$ cat config.mk
export PLATFORM = sky130hd
export DESIGN_NAME = gpc_port
export DESIGN_NICKNAME = d
export VERILOG_FILES = /design/src/design/gpc_pkg.sv /design/src/design/gpc_port.sv
export SDC_FILE = /design/constraint.sdc
export NUM_CORES = 1
export LEC_CHECK = 0
export BUFFER_PORTS_ARGS = -buffer_cell sky130_fd_sc_hd__clkbuf_2
export CAP_MARGIN = 40
export CORE_MARGIN = 2
export CORE_UTILIZATION = 55
export DETAILED_ROUTE_END_ITERATION = 6
export PLACE_DENSITY = 0.77
export SYNTH_ARGS = -nofsm -noshare
export SYNTH_HDL_FRONTEND = slang
export SYNTH_SLANG_ARGS = --single-unit
$ cat constraint.sdc
create_clock -name i_core_clk -period 2.6 [get_ports i_core_clk]
set_clock_uncertainty 0.1 [all_clocks]
set_input_delay 0 -clock i_core_clk [delete_from_list [all_inputs] [get_ports i_core_clk]]
set_output_delay 0 -clock i_core_clk [all_outputs]
set_load 0.1 [all_outputs]
$ cat src/design/gpc_pkg.sv
// constants, register map and carrier types for the 16-pin gpio port
// assumes a classic wishbone slave with 32-bit data and byte addresses
// How it works
// - every pin set input or output separately
// - lower thirteen input pins may raise interrupts
// - pins 0-14 come up as inputs
// - pins 14 and 15 output programmable divided clock
// - pin 15 driven low in reset, stays output
// - pin 15 clock runs without software setup
// - pin 15 input interrupt typed by second register
// - alternate function select takes over a pin
package gpc_pkg;
    localparam int GPC_PINS = 16;
    localparam int GPC_IRQ_PINS = 13;
    localparam int GPC_CLK_A = 14;
    localparam int GPC_CLK_B = 15;
    // register byte offsets
    localparam logic [7:0] GPC_OUT_OFS = 8'h00;
    localparam logic [7:0] GPC_DIR_OFS = 8'h04;
    localparam logic [7:0] GPC_IN_OFS = 8'h08;
    localparam logic [7:0] GPC_STAT_OFS = 8'h0C;
    localparam logic [7:0] GPC_CLR_OFS = 8'h10;
    localparam logic [7:0] GPC_IEN_OFS = 8'h14;
    localparam logic [7:0] GPC_TYPE1_OFS = 8'h18;
    localparam logic [7:0] GPC_TYPE2_OFS = 8'h1C;
    localparam logic [7:0] GPC_CLK_OFS = 8'h20;
    localparam logic [7:0] GPC_ALT_OFS = 8'h24;
    // reset values: dir bit 1 = input, pin 15 output
    localparam logic [15:0] GPC_DIR_RST = 16'h7FFF;
    localparam logic [15:0] GPC_OUT_RST = 16'h0000;
    // clock control fields: per clock high count and low count, 4 bits each
    localparam logic [31:0] GPC_CLK_RST = 32'h0002_0002;
    localparam logic [1:0] GPC_CLKSEL_RST = 2'h2;
    localparam int GPC_CLKSEL_LSB = 24;
    // fastest output: high+low = 6 cycles of 5 ns = 30 ns, i.e. 33.33 MHz
    localparam int GPC_CLK_HZ = 200_000_000;
    localparam int GPC_MAX_HZ = 33_330_000;
    localparam logic [3:0] GPC_MIN_PERIOD = 4'((GPC_CLK_HZ + GPC_MAX_HZ - 1) / GPC_MAX_HZ);
    // interrupt trigger types, 2 bits per pin
    localparam logic [1:0] GPC_TRIG_HIGH = 2'h0;
    localparam logic [1:0] GPC_TRIG_LOW = 2'h1;
    localparam logic [1:0] GPC_TRIG_RISE = 2'h2;
    localparam logic [1:0] GPC_TRIG_FALL = 2'h3;
    // wishbone request carrier
    typedef struct packed {
        logic cyc;
        logic stb;
        logic we;
        logic [3:0] sel;
        logic [7:0] adr;
        logic [31:0] dat;
    } gpc_wb_req_t;
    // pin bundle carrier
    typedef struct packed {
        logic [15:0] o;
        logic [15:0] oe;
    } gpc_pins_t;
endpackage : gpc_pkg

$ cat src/design/gpc_port.sv
// 16-pin gpio port with two programmable clock outputs and interrupts
// assumes pins synchronous-sampled through two flops, one 200 MHz clock
`timescale 1ns/1ps
module gpc_port (
    // clock and reset
    input wire logic i_core_clk,
    input wire logic i_reset,
    // wishbone slave
    input wire gpc_pkg::gpc_wb_req_t i_wb,
    output logic [31:0] o_wb_dat,
    output logic o_wb_ack,
    // pins and alternate function
    input wire logic [15:0] i_pin,
    input wire logic [15:0] i_alt_o,
    input wire logic [15:0] i_alt_oe,
    output gpc_pkg::gpc_pins_t o_pins,
    output logic [15:0] o_alt_i,
    // interrupt
    output logic o_irq
);
    import gpc_pkg::*;

    logic [15:0] out_reg; // output data bits
    logic [15:0] dir_reg; // 1 = input
    logic [15:0] alt_reg; // alternate function select
    logic [15:0] ien_reg; // interrupt enables
    logic [15:0] stat_reg; // sticky interrupt status
    logic [31:0] type1_reg; // trigger types pins 0..12
    logic [31:0] type2_reg; // trigger type pin 15 in bits 1:0
    logic [31:0] clk_reg; // clock divider control
    logic [15:0] sync1_reg; // first synchroniser stage
    logic [15:0] sync2_reg; // second stage
    logic [15:0] prev_reg; // previous synced level
    logic [15:0] evt; // trigger events this cycle
    logic [15:0] clr; // software clear pulse bits
    logic [1:0] clk_out; // divided clocks
    logic [15:0] pin_o_next;
    logic [15:0] pin_oe_next;
    logic wr_stb;
    logic rd_stb;

    // trigger decode, used for both type registers
    function automatic logic trig(input logic [1:0] t, input logic cur, input logic prv);
        case (t)
            GPC_TRIG_HIGH: trig = cur;
            GPC_TRIG_LOW: trig = !cur;
            GPC_TRIG_RISE: trig = cur && !prv;
            GPC_TRIG_FALL: trig = !cur && prv;
            default: trig = 1'b0;
        endcase
    endfunction : trig

    // one bus access per request, ack one cycle later
    // a write lands on the edge where ack is seen high,
    // the same edge at which the master ends its cycle
    assign wr_stb = i_wb.cyc && i_wb.stb && i_wb.we && o_wb_ack;
    assign rd_stb = i_wb.cyc && i_wb.stb && !i_wb.we && !o_wb_ack;
    assign clr = (wr_stb && i_wb.adr == GPC_CLR_OFS) ? i_wb.dat[15:0] : 16'h0000;

    // bus ack
    // a pulse of one cycle, never two in a row
    always_ff @(posedge i_core_clk)
    begin
        if (i_reset)
            o_wb_ack <= 1'b0;
        else
            o_wb_ack <= i_wb.cyc && i_wb.stb && !o_wb_ack;
    end

    // read data mux; unmapped reads return zero
    always_ff @(posedge i_core_clk)
    begin
        if (i_reset)
            o_wb_dat <= 32'h0000_0000;
        else if (rd_stb)
        begin
            case (i_wb.adr)
                GPC_OUT_OFS: o_wb_dat <= {16'h0000, out_reg};
                GPC_DIR_OFS: o_wb_dat <= {16'h0000, dir_reg};
                GPC_IN_OFS: o_wb_dat <= {16'h0000, sync2_reg};
                GPC_STAT_OFS: o_wb_dat <= {16'h0000, stat_reg};
                GPC_IEN_OFS: o_wb_dat <= {16'h0000, ien_reg};
                GPC_TYPE1_OFS: o_wb_dat <= type1_reg;
                GPC_TYPE2_OFS: o_wb_dat <= type2_reg;
                GPC_CLK_OFS: o_wb_dat <= clk_reg;
                GPC_ALT_OFS: o_wb_dat <= {16'h0000, alt_reg};
                default: o_wb_dat <= 32'h0000_0000;
            endcase
        end
    end

    // software-written control registers, written whatever sel holds
    always_ff @(posedge i_core_clk)
    begin
        if (i_reset)
        begin
            out_reg <= GPC_OUT_RST;
            dir_reg <= GPC_DIR_RST;
            alt_reg <= 16'h0000;
            ien_reg <= 16'h0000;
            type1_reg <= 32'h0000_0000;
            type2_reg <= 32'h0000_0000;
            clk_reg <= GPC_CLK_RST | (32'(GPC_CLKSEL_RST) << GPC_CLKSEL_LSB);
        end
        else if (wr_stb)
        begin
            case (i_wb.adr)
                GPC_OUT_OFS: out_reg <= i_wb.dat[15:0];
                GPC_DIR_OFS: dir_reg <= i_wb.dat[15:0];
                GPC_IEN_OFS: ien_reg <= i_wb.dat[15:0];
                GPC_TYPE1_OFS: type1_reg <= i_wb.dat;
                GPC_TYPE2_OFS: type2_reg <= i_wb.dat;
                GPC_CLK_OFS: clk_reg <= i_wb.dat;
                GPC_ALT_OFS: alt_reg <= i_wb.dat[15:0];
                default: ;
            endcase
        end
    end

    // two-stage input synchroniser and edge history
    // only the second stage feeds the edge history
    always_ff @(posedge i_core_clk)
    begin
        if (i_reset)
        begin
            sync1_reg <= 16'h0000;
            sync2_reg <= 16'h0000;
            prev_reg <= 16'h0000;
        end
        else
        begin
            sync1_reg <= i_pin;
            sync2_reg <= sync1_reg;
            prev_reg <= sync2_reg;
        end
    end

    // event detect per pin; only input pins count
    genvar g;
    generate
        for (g = 0; g < GPC_PINS; g++)
        begin : g_evt
            if (g < GPC_IRQ_PINS)
            begin : g_lo
                assign evt[g] = dir_reg[g] && !alt_reg[g] &&
                    trig(type1_reg[2*g+1 -: 2], sync2_reg[g], prev_reg[g]);
            end
            else if (g == GPC_CLK_B)
            begin : g_15
                assign evt[g] = dir_reg[g] && !alt_reg[g] &&
                    trig(type2_reg[1:0], sync2_reg[g], prev_reg[g]);
            end
            else
            begin : g_none
                // pins 13 and 14 never interrupt
                assign evt[g] = 1'b0;
            end
        end
    endgenerate

    // sticky status; a new event wins over a clear
    always_ff @(posedge i_core_clk)
    begin
        if (i_reset)
            stat_reg <= 16'h0000;
        else
            stat_reg <= (stat_reg & ~clr) | evt;
    end

    // interrupt level
    always_ff @(posedge i_core_clk)
    begin
        if (i_reset)
            o_irq <= 1'b0;
        else
            o_irq <= |(((stat_reg & ~clr) | evt) & ien_reg);
    end

    // programmable clock generators: hi/lo counts, min period 6 cycles
    generate
        for (g = 0; g < 2; g++)
        begin : g_clk
            logic [3:0] cnt_reg;
            logic lvl_reg;
            logic [3:0] hi;
            logic [3:0] lo;
            // clamp each half so period never exceeds 33.33 MHz
            assign hi = (clk_reg[16*g+3 -: 4] < (GPC_MIN_PERIOD >> 1)) ?
                (GPC_MIN_PERIOD >> 1) : clk_reg[16*g+3 -: 4];
            assign lo = (clk_reg[16*g+7 -: 4] < (GPC_MIN_PERIOD >> 1)) ?
                (GPC_MIN_PERIOD >> 1) : clk_reg[16*g+7 -: 4];
            // count up to the current half, then flip the level
            always_ff @(posedge i_core_clk)
            begin
                if (i_reset)
                begin
                    cnt_reg <= 4'h0;
                    lvl_reg <= 1'b0;
                end
                else if (cnt_reg + 4'h1 >= (lvl_reg ? hi : lo))
                begin
                    cnt_reg <= 4'h0;
                    lvl_reg <= !lvl_reg;
                end
                else
                    cnt_reg <= cnt_reg + 4'h1;
            end
            assign clk_out[g] = lvl_reg;
        end
    endgenerate

    // pin drive mux: alternate, clock, or data bit
    always_comb
    begin
        pin_o_next = out_reg;
        pin_oe_next = ~dir_reg;
        if (clk_reg[GPC_CLKSEL_LSB])
        begin
            pin_o_next[GPC_CLK_A] = clk_out[0];
            pin_oe_next[GPC_CLK_A] = 1'b1;
        end
        if (clk_reg[GPC_CLKSEL_LSB+1] && !dir_reg[GPC_CLK_B])
            pin_o_next[GPC_CLK_B] = clk_out[1];
        // an alternate function overrides data and clock
        for (int i = 0; i < GPC_PINS; i++)
        begin
            if (alt_reg[i])
            begin
                pin_o_next[i] = i_alt_o[i];
                pin_oe_next[i] = i_alt_oe[i];
            end
        end
    end

    // registered pins; pin 15 driven low while reset
    always_ff @(posedge i_core_clk)
    begin
        if (i_reset)
        begin
            o_pins.o <= 16'h0000;
            o_pins.oe <= ~GPC_DIR_RST;
        end
        else
        begin
            o_pins.o <= pin_o_next;
            o_pins.oe <= pin_oe_next;
        end
    end

    // synced pin levels to alternate-function logic
    always_ff @(posedge i_core_clk)
    begin
        if (i_reset)
            o_alt_i <= 16'h0000;
        else
            o_alt_i <= sync2_reg;
    end
endmodule : gpc_port

* After elaboration in Yosys (flattened, before gate mapping)
Index checks and enable logic that the tools add are counted.
** Storage, ports and cells
- Flip-flop bits (word level) :: 300
- Logic and storage cells :: 277
- Output and inout port bits :: 82
- Bits of input ports :: 97
** Operators by class
- $add $sub $neg :: 2
- Bitwise operators :: 5
- Magnitude comparators :: 6
- Equality and inequality tests :: 51
- Reductions and logical operators :: 136
- Mux-type cells :: 57
** Operators by type and width (count)
- 32-bit one-hot mux with 9 select lines :: 1
- 1-bit logical AND :: 64
- 2-bit equality test (second input constant) :: 28
- 1-bit one-hot mux with 4 select lines :: 14
- 1-bit zero test :: 47
- 1-bit two-way mux :: 35
- 16-bit bitwise AND :: 2
- 8-bit by 5-bit equality test with 1-bit output (second input constant) :: 4
- 16-bit NOT :: 2
- 2-bit by 1-bit equality test with 1-bit output (second input constant) :: 14
- 2-bit zero test :: 14
- 4-bit two-way mux :: 6
- 8-bit by 4-bit equality test with 1-bit output (second input constant) :: 2
- 8-bit by 6-bit equality test with 1-bit output (second input constant) :: 2
- 4-bit by 2-bit less-than comparator with 1-bit output (second input constant) :: 4
- 16-bit two-way mux :: 1
- 16-bit OR :: 1
- 16-bit OR reduction :: 1
- 2-bit AND reduction :: 7
- 4-bit by 1-bit adder with 4-bit output (second input constant) :: 2
- 8-bit by 3-bit equality test with 1-bit output (second input constant) :: 1
- 4-bit greater-or-equal comparator :: 2
- 8-bit zero test :: 1
- 2-bit OR reduction :: 2

* Longest topological paths before layout
- Depth after elaboration :: 10
- Gate-level depth with buffers :: 10
- Gate-level depth less buffers :: 9

* Worst setup path after synthesis
OpenSTA, ideal clock, no wires.
- Path kind :: register -> register
- From :: reg o_wb_ack
- To :: reg o_irq
- Period minus slack after synthesis :: 2.544 ns
- Data arrival time :: 2.304 ns
- Slack :: 0.056 ns
- Buffers on the path :: 1
- Stages on the path, launching flop included :: 7
- Setup time :: 0.140 ns
- Data required time :: 2.360 ns
- Cell sequence :: dfxtp_1 -> and4_1 -> clkbuf_1 -> nand3_1 -> o21a_1 -> a2111oi_0 -> a41oi_1
** Between the ends
- Cells in the longest elaborated chain, start to end :: 8
** Ends and longest elaborated chain
- start: declaration :: line gpc_port.sv:11 : output logic o_wb_ack,
- start signal: assignment :: line gpc_port.sv:67 : o_wb_ack <= i_wb.cyc && i_wb.stb && !o_wb_ack;
- 1-bit logical AND :: line gpc_port.sv:56 : assign wr_stb = i_wb.cyc && i_wb.stb && i_wb.we && o_wb_ack;
- 1-bit logical AND :: line gpc_port.sv:58 : assign clr = (wr_stb && i_wb.adr == GPC_CLR_OFS) ? i_wb.dat[15:0] : 16'h0000;
- 16-bit two-way mux :: line gpc_port.sv:58
- 16-bit NOT :: line gpc_port.sv:176 : o_irq <= |(((stat_reg & ~clr) | evt) & ien_reg);
- 16-bit bitwise AND :: line gpc_port.sv:176
- 16-bit OR :: line gpc_port.sv:176
- 16-bit bitwise AND :: line gpc_port.sv:176
- 16-bit OR reduction :: line gpc_port.sv:176
- end signal: assignment :: line gpc_port.sv:176
- end: declaration :: line gpc_port.sv:19 : output logic o_irq
Every way passes these cells.
A chain may end at the register's enable or synchronous reset.

* Final worst setup path
- From :: reg o_wb_ack
- To :: reg type2_reg[31]
** Between the ends
- Cells in the longest elaborated chain, start to end :: 2
** Ends and longest elaborated chain
- 1-bit logical AND :: line gpc_port.sv:56
- 2-bit AND reduction (no line)
- end signal: assignment :: line gpc_port.sv:112 : GPC_TYPE2_OFS: type2_reg <= i_wb.dat;
- end: declaration :: line gpc_port.sv:29 : logic [31:0] type2_reg;
Every way passes these cells.

==> results.cfg <==
[floorplanning]
dieArea_um2 = 24000
core_area_um2 = 22500
ios = 179
initial_core_util = 0.557
die_w_um = 155
num_rows = 55
die_h_um = 155

[timing]
hold_violations = 0
finalCritPeriodShare = 0.931
fin_crit_ns = 2.42
worst_slew_pin_slew_ns = 0.791
rsz0062_at_grt = false
finalSetupViolCount = 0
slew_violations = 0
clock.fmax_ghz = 0.413
max-slew-margin-rel = 0.473
setup_slack_ns = 0.178
tns_ns = 0

[route]
drtIter0Drc = 1501
drt-total-wl_um = 42600
postRouteAntennaNets = 0
drt_pass1_iterations = 7
viasPerCell = 5.94
drc = 3
vias = 12200
wl_per_cell_um = 20.7

[worst_setup_path]
reg2reg_to = type2_reg[31]$_SDFFE_PP0P_
r2r_slack_ns = 0.18
critPathSlowestCell = dlygate4sd3_1
crit_top_cell = nand2_1
cp_max_fo = 26
rr_startpoint = o_wb_ack$_SDFF_PP0_
arrival_ns = 2.77
cp_cell_sequence = and4_1 > buf_4 > nand2_1 > buf_12 > nand2_1 > a21oi_1 > dlygate4sd3_1
startpoint_type = flip-flop
slowest_delay_ns = 0.59
path_buf_inv = 3
critPathKind = reg2reg
endpoint_kind = flip-flop
crit_required_ns = 2.95
crit_family = buffers and inverters
reg2reg_depth = 7

[global_route]
grt_start_max_net_pins = 158
use_met3 = 0.0721
overflow = 0
busiest_layer = met2
grt_use_met1 = 0.458
grt_pass1_wl_um = 64900
grt_pass1_vias = 11400
antenna_found_initial = 0
track_usage = 0.346
met2_usage = 0.562

[min_path]
hold_depth = 5
hp-start = i_wb[36]
whs_endpoint = o_wb_dat[6]$_SDFFE_PP0P_
hp-class = in2reg

[synth]
synth.distinct_cells = 62
synthFlopType = dfxtp_1
syn_nets = 1635
ys_async_sr_fraction = 0
syn_inst = 1528
avgSynthCellArea_um2 = 8.20
yosys_register_bits = 300
synth-edff-count = 0
yosys_warnings = 0
syn-cell-area_um2 = 12500
ys_seq_area_frac = 0.480

[layout]
layout_common_cells = nand2_1, dfxtp_1, clkbuf_2
mostFrequentLayoutCell = nand2_1
drive_gt1_frac = 0.159
diodes = 0
fill_cells = 1780
nets = 1863
area_delta_synth_final_pct = 24.6

[power]
leakage_nw = 6.10
power.density_nw_per_um2 = 636
vdd_drop_max_mv = 0.490

[clock_network]
hold_buffers = 94
path_clk_slew_ns = 0.06
clock_latency_ns = 0.56
cts-root-buf = clkbuf_16
cts_tree = yes
cts_buffers = 31
ctsResizeCount = 0
htreeDepth = 1
post-cts-setup-buffers = 0
clock_sinks = 300
cts_buffer_depth = 3

[job]
drv_cap = 0

[status]
violations = DRC
status = complete, but fails checks

[place]
pre_cts_ws_ns = 0.241
dp_hpwl_um = 28300
place_congestion = 1.05
port-buffer-count = 174
==> worst max-delay path by stage <==
stage	start	to	slack [ns]	cells past startpoint
after CTS	g_clk[0].lvl_reg$_SDFFE_PP0P_	g_clk[0].lvl_reg$_SDFFE_PP0P_	0.21	9
final	o_wb_ack$_SDFF_PP0_	type2_reg[31]$_SDFFE_PP0P_	0.18	7
after detailed placement	g_clk[0].lvl_reg$_SDFFE_PP0P_	g_clk[0].lvl_reg$_SDFFE_PP0P_	0.24	9
after global placement	g_clk[1].lvl_reg$_SDFFE_PP0P_	g_clk[1].lvl_reg$_SDFFE_PP0P_	0.31	9
after floorplan	o_wb_ack$_SDFF_PP0_	o_irq$_SDFF_PP0_	0.06	6
after global routing	g_clk[0].lvl_reg$_SDFFE_PP0P_	g_clk[0].lvl_reg$_SDFFE_PP0P_	0.05	9
==> layer usage <==
metal | up-vias | routed length (µm)
met3 | 119 | 4720
met1 | 5709 | 16800
met4 | 0 | 1690
li1 | 5667 | -
met2 | 751 | 19300
met5 | - | 0
==> area by class of cell <==
cell class	count	area, µm²	share of cell area
Multi-Input combinational cell	1072	5900	0.378
Timing Repair Buffer	315	2250	0.144
Tap cell	285	357	0.0229
Sequential cell	300	6010	0.385
Inverter	36	135	0.00866
Clock inverter	8	101	0.00650
Clock buffer	44	855	0.0548
==> Yosys cell counts (7+ instances only) <==
cell type,instances,area share
and3_1,18,0.0090
nor2b_1,66,0.033
dfxtp_1,300,0.48
nand2_1,379,0.11
and2_1,8,0.0040
clkbuf_1,85,0.025
a21oi_1,165,0.066
nand2b_1,12,0.0060
a222oi_1,22,0.018
a22oi_1,46,0.028
a211oi_1,7,0.0042
a21boi_0,9,0.0054
nand3_1,28,0.011
mux2_2,8,0.0072
o21ai_0,25,0.010
ha_1,10,0.010
o21ai_1,16,0.0064
mux2i_1,41,0.033
inv_1,36,0.011
a32oi_1,10,0.0070
o22ai_1,19,0.0095
nor2_1,95,0.028
buf_2,32,0.013
==> cells by family after synthesis <==
kind of cell    count (synthesis)  synth area share
mux                            51            0.0436
compound gates                361             0.182
xor+xnor                        6           0.00420
flops                         300             0.480
fa+ha+maj                      10           0.00999
buf+inv                       156            0.0508
simple gates                  644             0.230
==> worst min-delay path: cells and delay by family <==
kind                   cells  cell delay, ns
and+or+nand+nor            1            0.08
buffers and inverters      2            0.33
AOI/OAI and AO/OA          2            0.23
==> report_power, final <==
part           switching [mW]  total, mW  internal [mW]  leakage, nW
combinational           0.514      0.897          0.383         3.20
clock                    1.80       4.26           2.46        0.470
sequential             0.0814       4.77           4.69         2.43
total                    2.40       9.93           7.53         6.10
==> stage by stage <==
stage / hold slack (ns) / utilization / area (µm²) / total power, mW / instances
2_1_floorplan: 0.0242 / - / 12500 / 5.37 / 1528
3_3_place_gp: 0.109 / 0.608 / 13700 / 5.60 / 1913
3_5_place_dp: 0.112 / 0.609 / 13700 / 5.63 / 1914
4_1_cts: 0.00771 / 0.693 / 15600 / 9.90 / 2060
5_1_grt: 0.0668 / 0.693 / 15600 / 10.2 / 2060
6_report: 0.0349 / 0.693 / 15600 / 9.93 / 2060
Note: power is estimated with default switching activity, not from simulation.
